--- src/tuc_pkg.sv ---
package tuc_pkg;
    // =========================================================
    // Timing
    // =========================================================
    localparam int CLK_FREQ_HZ = 20000000;
    localparam int DEBOUNCE_TIME_US = 5000;
    localparam int DEBOUNCE_CYCLES = (CLK_FREQ_HZ / 1000000) * DEBOUNCE_TIME_US;
    localparam int DB_CNT_W = 17;

    // =========================================================
    // APB register map
    // =========================================================
    localparam logic [7:0] ADDR_CTRL = 8'h00;
    localparam logic [7:0] ADDR_STATUS = 8'h04;

    // CTRL field positions
    localparam int CTRL_STRAP_ONL_QUAL = 0;
    localparam int CTRL_STRAP_SEC_HIGH = 1;
    localparam int CTRL_STRAP_TER_RAW = 2;
    localparam int CTRL_AUTO_ONLINE = 3;
    localparam logic [3:0] CTRL_RESET = 4'h0;

    // STATUS field positions
    localparam int ST_ONLINE = 0;
    localparam int ST_PRIMARY = 1;
    localparam int ST_SECONDARY = 2;
    localparam int ST_TERTIARY = 3;
    localparam int ST_READY = 4;
    localparam int ST_REWIND = 5;
    localparam int ST_FWD = 6;
    localparam int ST_REV = 7;
    localparam int ST_AUTO_STB = 8;

    // Motion request encoding
    typedef enum logic [1:0] {
        TUC_MOT_NONE,
        TUC_MOT_FWD,
        TUC_MOT_REV
    } tuc_motion_t;
endpackage

--- src/tuc_top.sv ---
`timescale 1ns/1ns
// Behaviour
// - With rewind and unload inputs both high, no rewind indication and no forced reverse drive.
// - Rewind input low raises rewind-active and requests high-speed reverse ramp.
// - Rewind or unload low forces the ramp request into reverse.
// - Online only after load complete plus a switch press, or by the auto option; a press toggles while online or load complete.
// - A press while online clears the online flag.
// - Online lamp follows the online flag.
// - Online status line is online flag and secondary qualifier.
// - Reset switch pulses general reset lines low and clears online.
// - Force-offline input clears online through the reset path.
// - Control reset low pulse during load clears online.
// - Auto option: strobe high while load-to-marker set and no rewind.
// - Auto option: strobe fall on load-to-marker clearing, not on a rewind start, sets online when currently offline.
// - Online-qualify strap: address recognised only while online; else always.
// - When addressed drive primary select, data select and selected lamp.
// - Secondary qualifier is held high or follows primary, by strap.
// - Tertiary select follows raw decode or secondary qualifier, by strap.
// - Ready only when online, selected, not rewinding or loading, interlocks made.
// - Ready and forward command gives forward ramp request while held.
// - Ready and reverse command gives reverse ramp request at sync speed.
// - Jog switch drives manual motion only while offline and locally ready.
// - Manual forward inhibited at end-of-tape marker.
// - Manual reverse inhibited at beginning-of-tape marker.
module tuc_top
    import tuc_pkg::*;
#(
    parameter int DEBOUNCE_CNT = DEBOUNCE_CYCLES
) (
    // Clock and reset
    input wire logic CLK_SYS_IN,
    input wire logic RESET_IN,
    // APB slave
    input wire logic PSEL_IN,
    input wire logic PENABLE_IN,
    input wire logic PWRITE_IN,
    input wire logic [7:0] PADDR_IN,
    input wire logic [31:0] PWDATA_IN,
    output logic [31:0] PRDATA_OUT,
    output logic PREADY_OUT,
    output logic PSLVERR_OUT,
    // Operator switches, raw
    input wire logic ONLINE_SW_IN,
    input wire logic RESET_SW_IN,
    input wire logic JOG_FWD_SW_IN,
    input wire logic JOG_REV_SW_IN,
    // Transport state
    input wire logic LOAD_COMPLETE_IN,
    input wire logic LOAD_TO_MARKER_FLAG_IN,
    input wire logic REWIND_IN_PROGRESS_IN,
    input wire logic LOADING_IN,
    input wire logic INTERLOCKS_MADE_IN,
    input wire logic EOT_SENSED_IN,
    input wire logic BOT_SENSED_IN,
    input wire logic CONTROL_RESET_N_IN,
    input wire logic REWIND_COMMAND_N_IN,
    input wire logic UNLOAD_COMMAND_N_IN,
    // Controller interface
    input wire logic UNIT_SELECT_IN,
    input wire logic FORCE_OFFLINE_IN,
    input wire logic SYNC_FORWARD_CMD_IN,
    input wire logic SYNC_REVERSE_CMD_IN,
    output logic ONLINE_STATUS_OUT,
    output logic READY_STATUS_OUT,
    // Select outputs and lamps
    output logic PRIMARY_SELECT_OUT,
    output logic DATA_SELECT_OUT,
    output logic SECONDARY_SELECT_QUALIFIER_OUT,
    output logic TERTIARY_SELECT_OUT,
    output logic ONLINE_LAMP_OUT,
    output logic RESET_LAMP_OUT,
    // Reset lines and ramp requests
    output logic GENERAL_RESET_N_OUT,
    output logic REWIND_ACTIVE_OUT,
    output logic HIGH_SPEED_REV_OUT,
    output logic RAMP_FWD_OUT,
    output logic RAMP_REV_OUT,
    output logic AUTO_ONLINE_STROBE_OUT
);

    // =========================================================
    // Functions
    // =========================================================
    // Debounce step: returns next count and stable level packed
    function automatic logic [DB_CNT_W:0] db_step(
        input logic raw, input logic stable, input logic [DB_CNT_W-1:0] cnt);
        logic [DB_CNT_W-1:0] c;
        logic s;
        c = cnt;
        s = stable;
        if (raw == stable) begin
            c = '0;
        end else if (cnt >= DB_CNT_W'(DEBOUNCE_CNT - 1)) begin
            c = '0;
            s = raw;
        end else begin
            c = cnt + DB_CNT_W'(1);
        end
        return {s, c};
    endfunction

    // =========================================================
    // Switch synchronisers and debouncers
    // =========================================================
    logic [2:0] sw_meta_r, sw_meta_nxt;
    logic [2:0] sw_sync_r, sw_sync_nxt;
    logic [2:0] sw_stable_r, sw_stable_nxt;
    logic [DB_CNT_W-1:0] db_cnt_r [3];
    logic [DB_CNT_W-1:0] db_cnt_nxt [3];
    logic [2:0] sw_press;

    // Sync, debounce, one pulse per press
    always_comb begin
        logic [DB_CNT_W:0] st;
        st = '0;
        sw_meta_nxt = {JOG_REV_SW_IN, RESET_SW_IN, ONLINE_SW_IN};
        sw_sync_nxt = sw_meta_r;
        for (int i = 0; i < 3; i++) begin
            st = db_step(sw_sync_r[i], sw_stable_r[i], db_cnt_r[i]);
            sw_stable_nxt[i] = st[DB_CNT_W];
            db_cnt_nxt[i] = st[DB_CNT_W-1:0];
        end
        sw_press = sw_stable_nxt & ~sw_stable_r;
    end

    always_ff @(posedge CLK_SYS_IN or posedge RESET_IN) begin
        if (RESET_IN) begin
            sw_meta_r <= 3'h0;
            sw_sync_r <= 3'h0;
            sw_stable_r <= 3'h0;
            for (int i = 0; i < 3; i++) begin
                db_cnt_r[i] <= '0;
            end
        end else begin
            sw_meta_r <= sw_meta_nxt;
            sw_sync_r <= sw_sync_nxt;
            sw_stable_r <= sw_stable_nxt;
            db_cnt_r <= db_cnt_nxt;
        end
    end

    // Jog forward switch: separate level path, debounced
    logic jog_meta_r, jog_sync_r, jog_fwd_r;
    logic [DB_CNT_W-1:0] jog_cnt_r;
    logic jog_fwd_nxt;
    logic [DB_CNT_W-1:0] jog_cnt_nxt;
    logic jog_rev_lvl;

    always_comb begin
        logic [DB_CNT_W:0] st;
        st = db_step(jog_sync_r, jog_fwd_r, jog_cnt_r);
        jog_fwd_nxt = st[DB_CNT_W];
        jog_cnt_nxt = st[DB_CNT_W-1:0];
        jog_rev_lvl = sw_stable_r[2];
    end

    always_ff @(posedge CLK_SYS_IN or posedge RESET_IN) begin
        if (RESET_IN) begin
            jog_meta_r <= 1'b0;
            jog_sync_r <= 1'b0;
            jog_fwd_r <= 1'b0;
            jog_cnt_r <= '0;
        end else begin
            jog_meta_r <= JOG_FWD_SW_IN;
            jog_sync_r <= jog_meta_r;
            jog_fwd_r <= jog_fwd_nxt;
            jog_cnt_r <= jog_cnt_nxt;
        end
    end

    // =========================================================
    // APB control register
    // =========================================================
    logic [3:0] ctrl_r, ctrl_nxt;
    logic [31:0] prdata_r, prdata_nxt;
    logic [31:0] status_word;
    logic apb_access;
    logic addr_ok;

    // Decode, write in the access phase, read capture in the setup phase
    always_comb begin
        apb_access = PSEL_IN & PENABLE_IN;
        addr_ok = (PADDR_IN == ADDR_CTRL) || (PADDR_IN == ADDR_STATUS);
        ctrl_nxt = ctrl_r;
        prdata_nxt = prdata_r;
        if (apb_access && PWRITE_IN && PADDR_IN == ADDR_CTRL) begin
            ctrl_nxt = PWDATA_IN[3:0];
        end
        if (PSEL_IN && !PENABLE_IN && !PWRITE_IN) begin
            case (PADDR_IN)
                ADDR_CTRL: prdata_nxt = {28'h0000000, ctrl_r};
                ADDR_STATUS: prdata_nxt = status_word;
                default: prdata_nxt = 32'h00000000;
            endcase
        end
    end

    always_ff @(posedge CLK_SYS_IN or posedge RESET_IN) begin
        if (RESET_IN) begin
            ctrl_r <= CTRL_RESET;
            prdata_r <= 32'h00000000;
        end else begin
            ctrl_r <= ctrl_nxt;
            prdata_r <= prdata_nxt;
        end
    end

    assign PREADY_OUT = 1'b1;
    assign PSLVERR_OUT = apb_access & ~addr_ok;
    assign PRDATA_OUT = prdata_r;

    // =========================================================
    // On-line flag, reset path and auto on-line
    // =========================================================
    logic online_r, online_nxt;
    logic strobe_r, strobe_nxt;
    logic reset_path;
    logic raw_decode, primary, secondary, tertiary, ready;
    tuc_motion_t motion_r, motion_nxt;

    always_comb begin
        // Reset switch, controller force and load reset share one path
        reset_path = sw_press[1] | FORCE_OFFLINE_IN | ~CONTROL_RESET_N_IN;
        strobe_nxt = ctrl_r[CTRL_AUTO_ONLINE] & LOAD_TO_MARKER_FLAG_IN
                     & ~REWIND_IN_PROGRESS_IN;
        online_nxt = online_r;
        if (reset_path) begin
            online_nxt = 1'b0;
        end else if (sw_press[0] && (online_r || LOAD_COMPLETE_IN)) begin
            online_nxt = ~online_r;
        end else if (strobe_r && !strobe_nxt && !online_r && !LOAD_TO_MARKER_FLAG_IN
                     && ctrl_r[CTRL_AUTO_ONLINE]) begin
            // Only a cleared marker flag counts, not a rewind start
            online_nxt = 1'b1;
        end
    end

    always_ff @(posedge CLK_SYS_IN or posedge RESET_IN) begin
        if (RESET_IN) begin
            online_r <= 1'b0;
            strobe_r <= 1'b0;
        end else begin
            online_r <= online_nxt;
            strobe_r <= strobe_nxt;
        end
    end

    // =========================================================
    // Address selection and ready
    // =========================================================
    always_comb begin
        raw_decode = UNIT_SELECT_IN;
        primary = raw_decode & (online_r | ~ctrl_r[CTRL_STRAP_ONL_QUAL]);
        secondary = ctrl_r[CTRL_STRAP_SEC_HIGH] ? 1'b1 : primary;
        tertiary = ctrl_r[CTRL_STRAP_TER_RAW] ? raw_decode : secondary;
        ready = online_r & primary & ~REWIND_IN_PROGRESS_IN & ~LOADING_IN
                & INTERLOCKS_MADE_IN;
    end

    // =========================================================
    // Motion request
    // =========================================================
    logic local_ready, rew_or_unl;

    always_comb begin
        local_ready = ~REWIND_IN_PROGRESS_IN & ~LOADING_IN & INTERLOCKS_MADE_IN;
        rew_or_unl = ~REWIND_COMMAND_N_IN | ~UNLOAD_COMMAND_N_IN;
        motion_nxt = TUC_MOT_NONE;
        if (rew_or_unl) begin
            motion_nxt = TUC_MOT_REV;
        end else if (ready) begin
            case ({SYNC_FORWARD_CMD_IN, SYNC_REVERSE_CMD_IN})
                2'b10: motion_nxt = TUC_MOT_FWD;
                2'b01: motion_nxt = TUC_MOT_REV;
                default: motion_nxt = TUC_MOT_NONE;
            endcase
        end else if (!online_r && local_ready) begin
            // Manual jog while off line, marker guarded
            case ({jog_fwd_r, jog_rev_lvl})
                2'b10: motion_nxt = EOT_SENSED_IN ? TUC_MOT_NONE : TUC_MOT_FWD;
                2'b01: motion_nxt = BOT_SENSED_IN ? TUC_MOT_NONE : TUC_MOT_REV;
                default: motion_nxt = TUC_MOT_NONE;
            endcase
        end
    end

    // Output flops
    logic rew_act_r, gen_rst_n_r;
    logic [6:0] sel_r;

    always_ff @(posedge CLK_SYS_IN or posedge RESET_IN) begin
        if (RESET_IN) begin
            motion_r <= TUC_MOT_NONE;
            rew_act_r <= 1'b0;
            gen_rst_n_r <= 1'b1;
            sel_r <= 7'h00;
        end else begin
            motion_r <= motion_nxt;
            rew_act_r <= ~REWIND_COMMAND_N_IN;
            gen_rst_n_r <= ~sw_press[1];
            sel_r <= {online_nxt & secondary, ready, primary, primary, secondary,
                      tertiary, online_nxt};
        end
    end

    // =========================================================
    // Outputs
    // =========================================================
    assign ONLINE_LAMP_OUT = online_r;
    assign ONLINE_STATUS_OUT = sel_r[6];
    assign READY_STATUS_OUT = sel_r[5];
    assign PRIMARY_SELECT_OUT = sel_r[4];
    assign DATA_SELECT_OUT = sel_r[3] & sel_r[4];
    assign RESET_LAMP_OUT = sel_r[4];
    assign SECONDARY_SELECT_QUALIFIER_OUT = sel_r[2];
    assign TERTIARY_SELECT_OUT = sel_r[1];
    assign GENERAL_RESET_N_OUT = gen_rst_n_r;
    assign REWIND_ACTIVE_OUT = rew_act_r;
    assign HIGH_SPEED_REV_OUT = rew_act_r;
    assign RAMP_FWD_OUT = (motion_r == TUC_MOT_FWD);
    assign RAMP_REV_OUT = (motion_r == TUC_MOT_REV);
    assign AUTO_ONLINE_STROBE_OUT = strobe_r;

    // Status word for software
    assign status_word = {23'h000000, strobe_r, RAMP_REV_OUT, RAMP_FWD_OUT, rew_act_r,
                          sel_r[5], sel_r[1], sel_r[2], sel_r[4], sel_r[0]};

endmodule

--- config.mk ---
export PLATFORM = sky130hd
export DESIGN_NAME = tuc_top
export DESIGN_NICKNAME = d
export VERILOG_FILES = /design/src/tuc_pkg.sv /design/src/tuc_top.sv
export SDC_FILE = /design/constraint.sdc
export NUM_CORES = 1
export LEC_CHECK = 0
export BUFFER_PORTS_ARGS = -buffer_cell sky130_fd_sc_hd__buf_2
export CAP_MARGIN = 30
export CORE_ASPECT_RATIO = 1.4
export CORE_UTILIZATION = 45
export CTS_BUF_LIST = sky130_fd_sc_hd__clkbuf_8 sky130_fd_sc_hd__clkbuf_16
export CTS_CLUSTER_SIZE = 28
export DETAILED_ROUTE_END_ITERATION = 7
export PLACE_DENSITY_LB_ADDON = 0.12
export SETUP_SLACK_MARGIN = 0.5
export SLEW_MARGIN = 10
export SYNTH_ARGS = -nofsm -noshare
export SYNTH_HDL_FRONTEND = slang
export SYNTH_SLANG_ARGS = --single-unit
--- constraint.sdc ---
create_clock -name CLK_SYS_IN -period 3.2 [get_ports CLK_SYS_IN]
set_input_delay 0.16 -clock CLK_SYS_IN [delete_from_list [all_inputs] [get_ports CLK_SYS_IN]]
set_output_delay 0.16 -clock CLK_SYS_IN [all_outputs]
set_load 0.1 [all_outputs]
Word level (Yosys, flattened, before mapping)
Cells that the tools add are included.

Mux-type cells: 27. Equal/unequal tests: 11. $lt $le $gt $ge: 4. $add $sub $neg: 4. Reduce and logical (&&, ||, !) cells: 19. Bitwise operators: 29.

Operator list (count): $mux W17 (8); $add A17 B1 Y17 const B (4); $ge A17 B17 Y1 const B (4); $pmux W9 S2 (1); $and A1 B1 Y1 (13); $mux W1 (12); $logic_and A1 B1 Y1 (10); $not A1 Y1 (10); $eq A8 B3 Y1 const B (1); $logic_not A8 Y1 (1); $mux W2 (4); $pmux W2 S2 (2); $eq A2 B1 Y1 const B (3); $eq A2 B2 Y1 const B (3); $logic_not A1 Y1 (5); $eq A1 B1 Y1 (4); $or A1 B1 Y1 (4); $and A2 B2 Y2 (1); $logic_or A1 B1 Y1 (2); $not A2 Y2 (1); $reduce_and A2 Y1 (1).

Input bits: 63. Logic and storage cells: 112. Bits in registers: 129. Output and inout port bits: 48.

Depth between registers and ports, before layout
Depth in word-level cells: 11. Depth in mapped cells: 7. Gate-level depth less buffers: 6.

Worst setup path before layout
No wires, ideal clock.

Kind: flip-flop to flip-flop. From: register motion_r[1]. To: register prdata_r[6], in the netlist PRDATA_OUT[6]. Library setup time: 0.073 ns. Slack: 1.133 ns. Data required time: 3.127 ns. Stages on the path, launching flop included: 3. Clock period less this slack: 2.067 ns. Arrival time: 1.994 ns. Path buffers: 0. Cell sequence: dfrtp_1 > nor2b_1 > a22o_1.

Word-level cells in the longest chain between the ends: 2.

RTL lines: start, declared (line tuc_top.sv:219) `tuc_motion_t motion_r, motion_nxt;`; start signal, assigned (line tuc_top.sv:298) `motion_r <= motion_nxt;`; $eq A2 B1 Y1 (line tuc_top.sv:320) `assign RAMP_FWD_OUT = (motion_r == TUC_MOT_FWD);`; via RAMP_FWD_OUT (line tuc_top.sv:76) `output logic RAMP_FWD_OUT,`; $pmux W9 S2 (line tuc_top.sv:190) `case (PADDR_IN)`; end signal, assigned (line tuc_top.sv:204) `prdata_r <= prdata_nxt;`; end, declared (line tuc_top.sv:175) `logic [31:0] prdata_r, prdata_nxt;`.

The timed path passes the listed nets, and every way through them passes these cells. A chain may end at the register's enable or synchronous reset.

==> metrics <==
status complete, no violations; DR vias/cell 4.99; Netlist Area Pre-Place approximately 0.0050 mm²; Starting Density between 40% and 50%; drt initial violations 198; warnings from Yosys 0; Worst Tran Pin Value 685 ps; Tmin final 2000 ps; DR vias 3,511; I/O Buffers 58; DRC errors left 0; Cell Pwr Density 494 mW/mm²; relative slew slack 53.9%; routed wire length around 9000 µm; vias in the first global route 3,319; number of I/O pins 111; EDFF count, synth 0; Netlist cell types 49; GP Congestion 0.765; kind of end point of the critical path flop; ANT nets after route 0; post-DP HPWL approximately 6700 µm; WP data required roughly 3500 ps; Clock Power Share between 40% and 50%; Core Box Area 0.0108 mm²; Final Hold Viols 0; row cnt 45; clk_skew ~5.6 ps; Leak 2.69 nW; Hold WC Path Type input pin to flop; FF+latch count, synth roughly 100; Finished Layout Cells 704; nets around 630; cell count after placement ~700; Max Cap Viol 0; syn_area_per_cell 10.2 µm²; first-pass GRT wire length 15,600 µm; Die Span Y 126 µm; post-synthesis cell count 489; Max Slew Vio Count 0; layout cells sized above 1 18.1%; die span in x 90.9 µm; fillers 971; clk sinks 104; H-tree Lvls 3; area taken by multi-input logic gates 0.00216 mm²; TritonCTS clock tree yes; setup TNS 0 ps; area grow syn2layout 15.7%; switch share 26.2%; clk buf depth 2; largest net degree at the start of global routing 68; Clock Tree Root clkbuf_16; RSZ-0062 raised after global routing false; main flop type after synthesis dfrtp_1; WP data arrival 2260 ps; initial antenna violation count 0; Crit Path Max Fanout 16; Psw 744 µW; Register Area 0.00260 mm²; die area 0.0115 mm²; post-synthesis sequential area ratio between 50 and 60%; Final period util 62.6%; gr usage total around 17%; most frequent cells in the layout dfrtp_1, nor2_1, buf_2, xor2_1, nand2_1; crit path kind flop to flop; Worst-path clk slew 70 ps; FMAX 499 MHz; # Post-CTS Setup Buffers 0; Reg2Reg Setup Slack 1200 ps; Worst-Skew Late Latency 340 ps; number of buffers created by CTS 9; gr ovfl total 0; DRT Pass-1 Iters 4; most common cell after layout, fill and taps aside dfrtp_1; Avg WL per Cell 13.1 µm; Logic pwr share 10.4%; Sequential Power Share 47.6%; Critical Path Start Type flop; Async SR Flop Fraction between 90% and 100%; Final setup viols 0; ant diodes 0; internal power between 2 and 2.5 mW; Max VDD drop about 280 µV
-- cells by family (layout without fill, tap and decap cells) --
group / after synthesis / count (layout) / synth area share (%)
flip-flops: 104 / 104 / 52.3
AO/OA/AOI/OAI: 40 / 40 / 5.63
adder cells (fa/ha/maj): 6 / 6 / 1.51
AND/OR/NAND/NOR: 213 / 213 / 21.2
other: 2 / 24 / 0.151
XOR/XNOR: 59 / 59 / 10.4
buffers and inverters: 52 / 104 / 6.01
multiplexers: 13 / 13 / 2.84
-- power groups by stage --
| stage | clock [mW] | combinational, mW | sequential, mW |
|---|---|---|---|
| 4_1_cts | 1.22 | 0.297 | 1.36 |
| 2_1_floorplan | 0 | 0.241 | 1.40 |
| 5_1_grt | 1.27 | 0.317 | 1.36 |
| 3_3_place_gp | 0 | 0.285 | 1.38 |
| 6_report | 1.19 | 0.296 | 1.35 |
| 3_5_place_dp | 0 | 0.289 | 1.38 |
-- Yosys cell counts, types with 3 or more instances --
library cell | instances | area [µm²]
a22o_1 | 5 | 43.8
a21oi_1 | 5 | 25.0
ha_1 | 6 | 75.1
buf_4 | 27 | 203
clkbuf_1 | 4 | 15.0
nand4_1 | 14 | 87.6
and4_1 | 8 | 70.1
mux2_2 | 9 | 101
and2_1 | 7 | 43.8
o21ai_0 | 9 | 45.0
a31oi_1 | 7 | 43.8
and3_1 | 8 | 50.1
nor4_1 | 4 | 25.0
or4_1 | 3 | 22.5
xnor2_1 | 26 | 228
nand2_1 | 32 | 120
nor3_1 | 4 | 20.0
nor2b_1 | 6 | 37.5
dfrtp_1 | 103 | 2580
nand3_1 | 22 | 110
inv_1 | 19 | 71.3
xor2_1 | 33 | 289
a31o_2 | 3 | 26.3
mux2i_1 | 4 | 40.0
nor2_1 | 90 | 338
-- sequential cells by signal, summed over array words and instances (netlist names), 2 cells and up --
register	count
sw_sync_r	3
jog_cnt_r	17
sw_stable_r	3
sw_meta_r	3
ctrl_r	4
db_cnt_r	51
motion_r	2
sel_r	6
PRDATA_OUT	9
-- area by class of cell --
| type | instances | share of cell area, % |
|---|---|---|
| Clock inverter | 6 | 1.56 |
| Multi-Input combinational cell | 355 | 37.5 |
| Sequential cell | 104 | 45.2 |
| Tap cell | 141 | 3.06 |
| Inverter | 19 | 1.30 |
| Clock buffer | 10 | 4.15 |
| Timing Repair Buffer | 69 | 7.27 |
-- path summary, 6_finish.rpt --
check / startpoint / to / depth (start not counted)
max in group asynchronous: RESET_IN / jog_cnt_r[13]$_DFF_PP0_ / 5
worst max register to register: db_cnt_r[47]$_DFF_PP0_ / db_cnt_r[41]$_DFF_PP0_ / 5
min in group asynchronous: RESET_IN / jog_sync_r$_DFF_PP0_ / 3
worst max-delay path: db_cnt_r[47]$_DFF_PP0_ / db_cnt_r[41]$_DFF_PP0_ / 5
worst min-delay path: PWDATA_IN[0] / ctrl_r[0]$_DFFE_PP0P_ / 2
worst min register to register: sw_meta_r[2]$_DFF_PP0_ / sw_sync_r[2]$_DFF_PP0_ / 0
-- repair_timing --
action,CTS,global route
resized for setup,0,0
hold buffers,7,0
endpoints found under the hold margin,15,0
-- metal layers --
metal / wire length, µm / track usage [%] / part of all wire, %
met3: 213 / 3.18 / 2.3
met4: 148 / 6.72 / 1.6
met1: 4110 / 21.1 / 45
met5: 0 / 0 / 0
met2: 4750 / 29.6 / 52
-- per-stage QoR --
step	total power [mW]	area (µm²)	util [%]	worst slack [ps]	hold WS, ps
6_report	2.85	5760	53.3	1200	41.9
4_1_cts	2.87	5740	53.1	1130	29.5
2_1_floorplan	1.64	5060	-	1130	191
3_3_place_gp	1.66	5320	49.2	1130	270
3_5_place_dp	1.67	5340	49.4	1160	270
5_1_grt	2.95	5760	53.3	962	37.7
-- critical path: stages (launching register included) --
cell     delay [ps]
dfrtp_1         420
nor4_1          520
o21ai_0         220
nand4_2         180
nand2_1         350
nor2_1          230
Power figures use the tool's default switching activity.
